$ cat src/hdl/eei_pkg.sv
// Shared constants and types of the external edge interrupt block
package eei_pkg;

	// ----------------------------------------
	// Register byte offsets
	// ----------------------------------------
	localparam logic [4:0] EEI_OFF_MODE_A = 5'h00;
	localparam logic [4:0] EEI_OFF_MODE_B = 5'h04;
	localparam logic [4:0] EEI_OFF_MODE_C = 5'h08;
	localparam logic [4:0] EEI_OFF_STAT   = 5'h0c;
	localparam logic [4:0] EEI_OFF_CLR    = 5'h10;
	localparam logic [4:0] EEI_OFF_EN     = 5'h14;
	localparam logic [4:0] EEI_OFF_PINS   = 5'h18;

	// ----------------------------------------
	// Field positions and reset values
	// ----------------------------------------
	localparam int         EEI_NE_EN_BIT   = 2;
	localparam int         EEI_NE_CLK_BIT  = 3;
	localparam int         EEI_KEY_ALL_BIT = 0;
	localparam int         EEI_TEST_OFF_BIT = 1;
	localparam int         EEI_NFLAG       = 5;
	localparam logic [3:0] EEI_MODE_A_RST  = 4'h0;
	localparam logic       EEI_MODE_B_RST  = 1'b0;
	localparam logic [1:0] EEI_MODE_C_RST  = 2'h0;
	localparam logic [4:0] EEI_EN_RST      = 5'h00;
	localparam logic [3:0] EEI_KEY_UPPER   = 4'hc;
	localparam logic [3:0] EEI_KEY_ALL     = 4'hf;

	// Pin order: 0 both-edge, 1 input a, 2 input b, 3 test, 4..7 keys, 8 system reset
	localparam int         EEI_NPIN        = 9;
	localparam logic [8:0] EEI_PIN_RST     = 9'h1f0;

	// ----------------------------------------
	// Timing
	// ----------------------------------------
	localparam int         EEI_CLK_NS      = 4;
	localparam int         EEI_MIN_W_NS    = 20;
	localparam int         EEI_MIN_W_CYC   = (EEI_MIN_W_NS + EEI_CLK_NS - 1) / EEI_CLK_NS;
	localparam logic [3:0] EEI_MIN_W_LAST  = 4'(EEI_MIN_W_CYC - 1);
	localparam int         EEI_NE_FAST_BITS = 6;
	localparam int         EEI_NE_SLOW_BITS = 8;

	// ----------------------------------------
	// Types
	// ----------------------------------------
	typedef enum logic [1:0] {
		EEI_RISE = 2'h0,
		EEI_FALL = 2'h1,
		EEI_BOTH = 2'h2,
		EEI_OFF  = 2'h3
	} eei_edge_e;

	typedef struct packed {
		logic      noise_clk;
		logic      noise_en;
		eei_edge_e edge_sel;
	} eei_mode_a_s;

	typedef struct packed {
		logic       sys_reset_b;
		logic [3:0] key_interrupt_lines;
		logic       rising_test_input;
		logic       selectable_edge_input_b;
		logic       selectable_edge_input_a;
		logic       both_edge_irq_input;
	} eei_pins_s;

endpackage

$ cat src/hdl/eei_top.sv
// External edge interrupt inputs with Avalon-MM register access
//
// The address map and the Avalon-MM slave port were left to the implementer.
`timescale 1ns/1ns

module eei_top
	import eei_pkg::*;
(
	input  wire logic                mclk,            // 250 MHz clock
	input  wire logic                rst_b,           // Synchronous reset, low
	input  wire logic [4:0]          avs_address,     // Byte address
	input  wire logic                avs_read,        // Read request
	input  wire logic                avs_write,       // Write request
	input  wire logic [31:0]         avs_writedata,   // Write data
	output logic [31:0]              avs_readdata,    // Read data
	output logic                     avs_waitrequest, // Stall
	input  wire eei_pkg::eei_pins_s  pins,            // Asynchronous pins
	input  wire logic [2:0]          vec_ack,         // Vectored acknowledge pulses
	output logic                     irq,             // Level interrupt
	output logic                     test_input_flag, // Test flag
	output logic                     cpu_reset_req,   // CPU held in reset
	output logic                     standby_release  // Wake pulse
);
	import eei_pkg::*;

	// ----------------------------------------
	// Pin conditioning
	// ----------------------------------------
	logic [EEI_NPIN-1:0] pin_raw;
	logic [EEI_NPIN-1:0] pin_s3;
	logic [EEI_NPIN-1:0] lvl;
	logic [EEI_NPIN-1:0] lvl_d;
	logic [EEI_NPIN-1:0] rise;
	logic [EEI_NPIN-1:0] fall;

	assign pin_raw = pins;

	// A level is taken only after sync stages two and three agree, and then
	// only after it has held for the minimum width.
	for (genvar i = 0; i < EEI_NPIN; i++) begin : g_pin
		logic       s1;
		logic       s2;
		logic       s3;
		logic [3:0] cnt;
		logic       acc_lvl;

		always_ff @(posedge mclk) begin
			if (!rst_b) begin
				s1 <= EEI_PIN_RST[i];
				s2 <= EEI_PIN_RST[i];
				s3 <= EEI_PIN_RST[i];
			end else begin
				s1 <= pin_raw[i];
				s2 <= s1;
				s3 <= s2;
			end
		end

		always_ff @(posedge mclk) begin
			if (!rst_b) begin
				cnt     <= 4'h0;
				acc_lvl <= EEI_PIN_RST[i];
			end else if (s2 != s3 || s3 == acc_lvl) begin
				cnt <= 4'h0;
			end else if (cnt == EEI_MIN_W_LAST) begin
				cnt     <= 4'h0;
				acc_lvl <= s3;
			end else begin
				cnt <= cnt + 4'h1;
			end
		end

		assign pin_s3[i] = s3;
		assign lvl[i]    = acc_lvl;
	end

	always_ff @(posedge mclk) begin
		if (!rst_b) begin
			lvl_d <= EEI_PIN_RST;
		end else begin
			lvl_d <= lvl;
		end
	end

	assign rise = lvl & ~lvl_d;
	assign fall = ~lvl & lvl_d;

	// ----------------------------------------
	// System reset and bus handshake
	// ----------------------------------------
	logic srst;
	logic acc;
	logic wr;

	// A held system reset pin keeps the mode, enable, noise filter and flag registers and irq cleared
	assign srst = !rst_b || !lvl[8];
	assign acc  = (avs_read || avs_write) && !avs_waitrequest;
	assign wr   = acc && avs_write;

	// One wait cycle per access; the answer stands in the cycle after request
	always_ff @(posedge mclk) begin
		if (!rst_b) begin
			avs_waitrequest <= 1'b1;
		end else begin
			avs_waitrequest <= !((avs_read || avs_write) && avs_waitrequest);
		end
	end

	// ----------------------------------------
	// Mode registers
	// ----------------------------------------
	eei_mode_a_s mode_a;
	logic        mode_b;
	logic [1:0]  mode_c;
	logic [4:0]  en;

	always_ff @(posedge mclk) begin
		if (srst) begin
			mode_a <= EEI_MODE_A_RST;
			mode_b <= EEI_MODE_B_RST;
			mode_c <= EEI_MODE_C_RST;
		end else if (wr) begin
			if (avs_address == EEI_OFF_MODE_A) begin
				mode_a <= avs_writedata[3:0];
			end
			if (avs_address == EEI_OFF_MODE_B) begin
				mode_b <= avs_writedata[0];
			end
			if (avs_address == EEI_OFF_MODE_C) begin
				mode_c <= avs_writedata[1:0];
			end
		end
	end

	always_ff @(posedge mclk) begin
		if (srst) begin
			en <= EEI_EN_RST;
		end else if (wr && avs_address == EEI_OFF_EN) begin
			en <= avs_writedata[4:0];
		end
	end

	// ----------------------------------------
	// Noise eliminator for input a
	// ----------------------------------------
	logic [7:0] ne_cnt;
	logic       ne_tick;
	logic       ne_smp;
	logic       ne_lvl;

	// The slow clock quadruples the rejected width at the price of latency
	assign ne_tick = mode_a.noise_clk ? (ne_cnt[EEI_NE_SLOW_BITS-1:0] == 8'h00)
	                                  : (ne_cnt[EEI_NE_FAST_BITS-1:0] == 6'h00);

	always_ff @(posedge mclk) begin
		if (!rst_b) begin
			ne_cnt <= 8'h00;
		end else begin
			ne_cnt <= ne_cnt + 8'h01;
		end
	end

	// Two matching samples on successive ticks are needed to move the level
	always_ff @(posedge mclk) begin
		if (srst) begin
			ne_smp <= 1'b0;
			ne_lvl <= 1'b0;
		end else if (ne_tick) begin
			ne_smp <= pin_s3[1];
			if (pin_s3[1] == ne_smp) begin
				ne_lvl <= ne_smp;
			end
		end
	end

	// ----------------------------------------
	// Edge events
	// ----------------------------------------
	logic       a_lvl;
	logic       a_d;
	logic       a_rise;
	logic       a_fall;
	logic       ev_both;
	logic       ev_a;
	logic       ev_b;
	logic       ev_test;
	logic       ev_key;
	logic [3:0] key_mask;
	logic [4:0] evt;

	assign a_lvl = mode_a.noise_en ? ne_lvl : lvl[1];

	// Keeps tracking through a system reset, so its release shows no false edge
	always_ff @(posedge mclk) begin
		if (!rst_b) begin
			a_d <= 1'b0;
		end else begin
			a_d <= a_lvl;
		end
	end

	assign a_rise = a_lvl && !a_d;
	assign a_fall = !a_lvl && a_d;

	assign ev_both = rise[0] || fall[0];

	always_comb begin
		unique case (mode_a.edge_sel)
			EEI_RISE: ev_a = a_rise;
			EEI_FALL: ev_a = a_fall;
			EEI_BOTH: ev_a = a_rise || a_fall;
			EEI_OFF:  ev_a = 1'b0;
		endcase
	end

	assign ev_b     = mode_b ? fall[2] : rise[2];
	assign ev_test  = rise[3] && !mode_c[EEI_TEST_OFF_BIT];
	assign key_mask = mode_c[EEI_KEY_ALL_BIT] ? EEI_KEY_ALL : EEI_KEY_UPPER;
	assign ev_key   = |(fall[7:4] & key_mask);
	assign evt      = {ev_key, ev_test, ev_b, ev_a, ev_both};

	// ----------------------------------------
	// Sticky flags and interrupt
	// ----------------------------------------
	logic [4:0] stat;
	logic [4:0] clr;
	logic [4:0] next_stat;

	assign clr = (wr && avs_address == EEI_OFF_CLR) ? avs_writedata[4:0] : 5'h00;

	// Set wins over a clear or acknowledge in the same cycle
	assign next_stat = (stat & ~(clr | {2'h0, vec_ack})) | evt;

	always_ff @(posedge mclk) begin
		if (srst) begin
			stat <= 5'h00;
		end else begin
			stat <= next_stat;
		end
	end

	assign test_input_flag = stat[3];

	always_ff @(posedge mclk) begin
		if (srst) begin
			irq <= 1'b0;
		end else begin
			irq <= |(stat & en);
		end
	end

	// ----------------------------------------
	// Standby release and CPU reset
	// ----------------------------------------
	always_ff @(posedge mclk) begin
		if (!rst_b) begin
			standby_release <= 1'b0;
		end else begin
			standby_release <= ev_both || ev_b || ev_test
			                || (ev_a && !mode_a.noise_en)
			                || fall[8];
		end
	end

	always_ff @(posedge mclk) begin
		if (!rst_b) begin
			cpu_reset_req <= 1'b1;
		end else begin
			cpu_reset_req <= !lvl[8];
		end
	end

	// ----------------------------------------
	// Read data
	// ----------------------------------------
	logic [31:0] rd_mux;

	always_comb begin
		rd_mux = 32'h0000_0000;
		unique case (avs_address)
			EEI_OFF_MODE_A: rd_mux[3:0] = mode_a;
			EEI_OFF_MODE_B: rd_mux[0]   = mode_b;
			EEI_OFF_MODE_C: rd_mux[1:0] = mode_c;
			EEI_OFF_STAT:   rd_mux[4:0] = stat;
			EEI_OFF_EN:     rd_mux[4:0] = en;
			EEI_OFF_PINS:   rd_mux[8:0] = lvl;
			default:        rd_mux      = 32'h0000_0000;
		endcase
	end

	always_ff @(posedge mclk) begin
		if (!rst_b) begin
			avs_readdata <= 32'h0000_0000;
		end else if (avs_read && avs_waitrequest) begin
			avs_readdata <= rd_mux;
		end
	end
endmodule

$ cat config.mk
export PLATFORM = sky130hd
export DESIGN_NAME = eei_top
export DESIGN_NICKNAME = d
export VERILOG_FILES = /design/src/hdl/eei_pkg.sv /design/src/hdl/eei_top.sv
export SDC_FILE = /design/constraint.sdc
export NUM_CORES = 1
export LEC_CHECK = 0
export BUFFER_PORTS_ARGS = -buffer_cell sky130_fd_sc_hd__buf_2
export CAP_MARGIN = 20
export CORE_UTILIZATION = 50
export DETAILED_ROUTE_END_ITERATION = 6
export PLACE_DENSITY = 0.75
export SYNTH_ARGS = -nofsm -noshare
export SYNTH_HDL_FRONTEND = slang
export SYNTH_SLANG_ARGS = --single-unit
$ cat constraint.sdc
create_clock -name mclk -period 1.79 [get_ports mclk]
set_clock_uncertainty 0.1 [all_clocks]
set_input_delay 0.4475 -clock mclk [delete_from_list [all_inputs] [get_ports mclk]]
set_output_delay 0.4475 -clock mclk [all_outputs]
set_load 0.02 [all_outputs]
# --- After elaboration in Yosys (flattened, before gate mapping) ---
# Index checks and enable logic that the tools add are counted.
classes:
  add_sub_neg: 10
  eq_ne: 37
  n_mux: 11
  n_bitwise: 20
  reduce_logical: 63
op_table:
  columns: ["operator", "n"]
  rows:
  - ["$add 4x1->4 const B", 9]
  - ["$eq 4x3->1 const B", 9]
  - ["$reduce_or 3->1", 9]
  - ["$reduce_and 2->1", 13]
  - ["$logic_or 1x1->1", 17]
  - ["$eq 5x5->1 const B", 3]
  - ["$and 5x5->5", 2]
  - ["$eq 1x1->1", 10]
  - ["$eq 5x4->1 const B", 2]
  - ["$logic_and 1x1->1", 10]
  - ["$not 1->1", 10]
  - ["$and 9x9->9", 1]
  - ["$ne 1x1->1", 9]
  - ["$not 9->9", 1]
  - ["$add 8x1->8 const B", 1]
  - ["$and 4x4->4", 2]
  - ["$logic_not 1->1", 8]
  - ["$logic_not 8->1", 1]
  - ["$pmux 2 s4", 1]
  - ["$logic_not 6->1", 1]
  - ["$pmux 1 s6", 1]
  - ["$eq 5x3->1 const B", 1]
  - ["$logic_not 5->1", 1]
  - ["$mux 5", 1]
  - ["15 further kinds", 18]
word_totals:
  regBits: 122
  in_bits: 53
  out_inout_bits: 37
  elab_cells: 203

# --- Depth between registers and ports, before layout ---
logic_depth:
  ltp_word: 9
  ltp_mapped: 7
  ltp_nobuf: 7

# --- Worst setup path before layout ---
# Ideal clock, no wire load.
synth_timing:
  path_type: "input -> register"
  startpoint: "input avs_address[1]"
  endpoint: "register en[0]"
  t_arrival_ps: 1606
  required_time_ps: 1562
  slack_ps: -44
  stages: 4
  n_path_buf: 0
  cell_sequence: "or4b_4 > nor3b_4 > mux2i_1 > nor2_1"
synth_between:
  elab_chain_cells: 2
synth_rtl:
  columns: ["element", "line_no", "text"]
  rows:
  - ["from (decl)", "eei_top.sv:11", "input wire logic [4:0] avs_address,"]
  - ["$eq 5x5->1", "eei_top.sv:138", "end else if (wr && avs_address == EEI_OFF_EN) begin"]
  - ["$logic_and 1x1->1", "eei_top.sv:138", null]
  - ["to (signal assigned)", "eei_top.sv:139", "en <= avs_writedata[4:0];"]
  - ["to (decl)", "eei_top.sv:115", "logic [4:0] en;"]
# No other way between the ends.
# A chain may end at the register's enable or synchronous reset.

# --- Worst setup path after layout ---
layout_timing:
  startpoint: "register mode_a[2] (netlist name)"
  endpoint: "register standby_release"
layout_between:
  elab_chain_cells: 8
  elab_cells_between_ends: 10
  cone_classes: "mux (2); reduce/logical (8)"
layout_rtl:
  columns: ["element", "line_no", "text"]
  rows:
  - ["from (decl)", "eei_top.sv:112", "eei_mode_a_s mode_a;"]
  - ["from (signal assigned)", "eei_top.sv:124", "mode_a <= avs_writedata[3:0];"]
  - ["$mux 1 (*)", "eei_top.sv:191", "assign a_lvl = mode_a.noise_en ? ne_lvl : lvl[1];"]
  - ["named net a_lvl", "eei_top.sv:179", "logic a_lvl;"]
  - ["$logic_not 1->1", "eei_top.sv:203", "assign a_fall = !a_lvl && a_d;"]
  - ["$logic_and 1x1->1", "eei_top.sv:203", null]
  - ["$logic_or 1x1->1", "eei_top.sv:211", "EEI_BOTH: ev_a = a_rise || a_fall;"]
  - ["$pmux 1 s4 (*)", "eei_top.sv:208", "unique case (mode_a.edge_sel)"]
  - ["$logic_and 1x1->1 (*)", "eei_top.sv:260", "|| (ev_a && !mode_a.noise_en)"]
  - ["$logic_or 1x1->1 (*)", "eei_top.sv:260", null]
  - ["$logic_or 1x1->1 (*)", "eei_top.sv:261", "|| fall[8];"]
  - ["to (signal assigned)", "eei_top.sv:259", "standby_release <= ev_both || ev_b || ev_test"]
  - ["to (decl)", "eei_top.sv:22", "output logic standby_release"]
# Mark *: on every way through the listed nets, which the timed path passes. The rest lies on a longest branch.

==> impl_metrics.tcl <==
set metrics [dict create \
    avgSynthCellArea_um2 9.17 \
    reg2reg_slack_ps 60 \
    synthesis.area_um2 5120 \
    synth_edf_count 0 \
    port_buffers 39 \
    setup-violations-final 0 \
    worst_setup_path_end_kind "register" \
    die_y_um 103 \
    dp_hpwl_um 6810 \
    cts_tree "built" \
    hold_class "in -> reg" \
    startpoint "mode_a[2]" \
    synth_area_leaders "dfxtp_1 47%, ha_1 5.4%, nor2_1 4.7%, inv_1 3.5%, buf_4 3.4%" \
    synth-seq-cells 121 \
    post_drt_via_cell_ratio 5.04 \
    min_from "pins[0]" \
    synthTopCellsByCount "121 x dfxtp_1, 64 x nor2_1, 48 x inv_1" \
    clk_latency_ps 520 \
    post-route-util 0.621 \
    synthCells 559 \
    rr_endpoint "standby_release" \
    intPower_uw 4730 \
    grt_max_degree 42 \
    pin_count 90 \
    max_cap_violations 0 \
    p_switching_uw 1540 \
    ys_warn_count 0 \
    die-area_um2 10700 \
    clock_path_buffers 2 \
    nNetsFinal 699 \
    gp_congestion 0.863 \
    startpoint_type "register" \
    maxSlewViolCount 0 \
    cts_max_level 4 \
    async_flop_share 0 \
    path_max_fanout 2 \
    num_rows 36 \
    p_leak_uw 0.00254 \
    core_area_um2 9860 \
    drt-total-wl_um 9870 \
    worst_ep_required_time_ps 2100 \
    r2r_start "mode_a[2]" \
    root_buffer "clkbuf_8" \
    antenna_cells 0 \
    gr-total-overflow 0 \
    p_clk_frac 0.516 \
    fmax_mhz 577 \
    final_cell_area_um2 6120 \
    path_class "reg -> reg" \
    first_iter_violations 125 \
    first_pass_iters 4 \
    powerDensity_nw_per_um2 1030 \
    yosysUniqueCellTypes 46 \
    irDropWorstVdd_uv 562 \
    combPwrFrac 0.044 \
    ys_seq_area_frac 0.473 \
    synth.top_cell.area_share 0.473 \
    wl_per_cell_um 12.8 \
    antenna_found_initial 0 \
    cts.clk_slew.worst_paths_ps 60 \
    clock-sinks 121 \
    die_x_um 103 \
    grt_pass1_vias 3611 \
    finalCriticalPeriod_ps 1730 \
    hold_viol_final 0 \
    grt_pass1_wl_um 16100 \
    status "finished clean" \
    fin_crit_sh 0.969 \
    track_usage 0.203 \
    drc 0 \
    hold_depth 2 \
    area_growth_pct 19.5 \
    synthFlopType "dfxtp_1" \
    ant_nets 0 \
    numCtsBuffers 17 \
    initial_core_util 0.519 \
    r2r.worst_path.cells 7 \
    rsz0062_at_grt "true" \
    postPlaceCellArea_um2 5490 \
    swShare 0.246 \
    hold_end "g_pin[0].s1" \
    synth.most_common_cell "dfxtp_1" \
    cp.arrival_ps 2040 \
    via_count 3880 \
    netlist.top_cell.by_area "dfxtp_1" \
    drive_gt1_frac 0.155 \
    p_seq_frac 0.440 \
]
## flip-flops by register name, indices dropped and copies added, names as in the netlist, 8 cells and up
register	cells
g_pin.cnt	36
avs_readdata	9
g_pin.s3	9
ne_cnt	8
g_pin.s2	9
lvl_d	8
g_pin.acc_lvl	9
g_pin.s1	9
## kinds of logic after synthesis
group / after synthesis / synth area share
AO/OA/AOI/OAI: 78 / 0.0996
XOR/XNOR: 27 / 0.0462
adder cells (fa/ha/maj): 22 / 0.0537
buffers and inverters: 87 / 0.0808
flip-flops: 121 / 0.473
multiplexers: 17 / 0.0335
other: 1 / 0.000732
AND/OR/NAND/NOR: 206 / 0.213
## layer usage
metal | GRT usage | up-vias | routed length [µm]
met5 | 0 | - | 0
met4 | 0.0867 | 0 | 148
met3 | 0.0571 | 15 | 493
met2 | 0.340 | 99 | 4760
met1 | 0.245 | 1823 | 4470
li1 | - | 1943 | -
## critical path, cell delays in order (launching register included)
cell       delay, ps
dfxtp_2          330
mux2i_1          230
inv_1             70
ha_1             190
mux2_2           270
o21ai_2          150
o2111ai_1        110
and2_1           180
## area by class of cell
class / count / area [µm²]
multi-input combinational: 373 / 2380
timing repair buffer: 63 / 404
tap: 133 / 166
inverter: 48 / 180
clock inverter: 15 / 158
sequential: 121 / 2420
fill: 796 / 3740
clock buffer: 17 / 414
## power by group through the flow
stage	Combinational (µW)	Clock, µW	Sequential [µW]
floorplan	201	0	2820
global placement	263	0	2820
detailed placement	268	0	2820
CTS	278	3310	2760
global route	308	3450	2760
finish	278	3240	2760
## how the worst max path moves through the flow
stage	endpoint	slack (ps)	cells past startpoint
after detailed placement	en[2]	-210	6
final	standby_release	60	7
after CTS	standby_release	10	7
after global placement	en[4]	-190	6
after floorplan	en[0]	-40	4
after global routing	en[3]	-10	5
## what timing repair did
| item | 4_1_cts | 5_1_grt |
|---|---|---|
| setup buffers | 0 | 0 |
| gates resized for setup | 1 | 5 |
| setup endpoints to repair | 1 | 3 |
| hold buffers | 4 | 1 |
| endpoints found under the hold margin | 4 | 1 |
## placed cells by master, fill, tap and decap left out, drive strengths merged, types with 7 or more instances in the layout
| cell | Yosys | routed |
|---|---|---|
| dfxtp | 121 | 121 |
| nor2 | 64 | 64 |
| buf | 25 | 58 |
| inv | 48 | 56 |
| nand2 | 30 | 30 |
| and2 | 25 | 25 |
| nand3 | 24 | 24 |
| conb | 1 | 23 |
| ha | 22 | 22 |
| o21ai | 21 | 21 |
| nand2b | 17 | 17 |
| clkbuf | 14 | 17 |
| nand3b | 16 | 16 |
| mux2i | 16 | 16 |
| xnor2 | 15 | 15 |
| xor2 | 12 | 12 |
| a21oi | 11 | 11 |
| o22ai | 9 | 9 |
| a21boi | 8 | 8 |
| nor3b | 7 | 7 |
## through the flow
step / TNS (ps) / hold WS, ps / instances / setup slack, ps / total power, µW
after floorplan: -231 / 286 / 581 / -43.9 / 3030
after global placement: -2160 / 290 / 733 / -193 / 3080
after detailed placement: -2520 / 292 / 733 / -211 / 3090
after CTS: 0 / 1.79 / 769 / 13.7 / 6350
after global routing: -19.3 / 15.9 / 770 / -12.2 / 6520
final: 0 / 34.7 / 770 / 56.4 / 6280
Power figures use the tool's default switching activity.
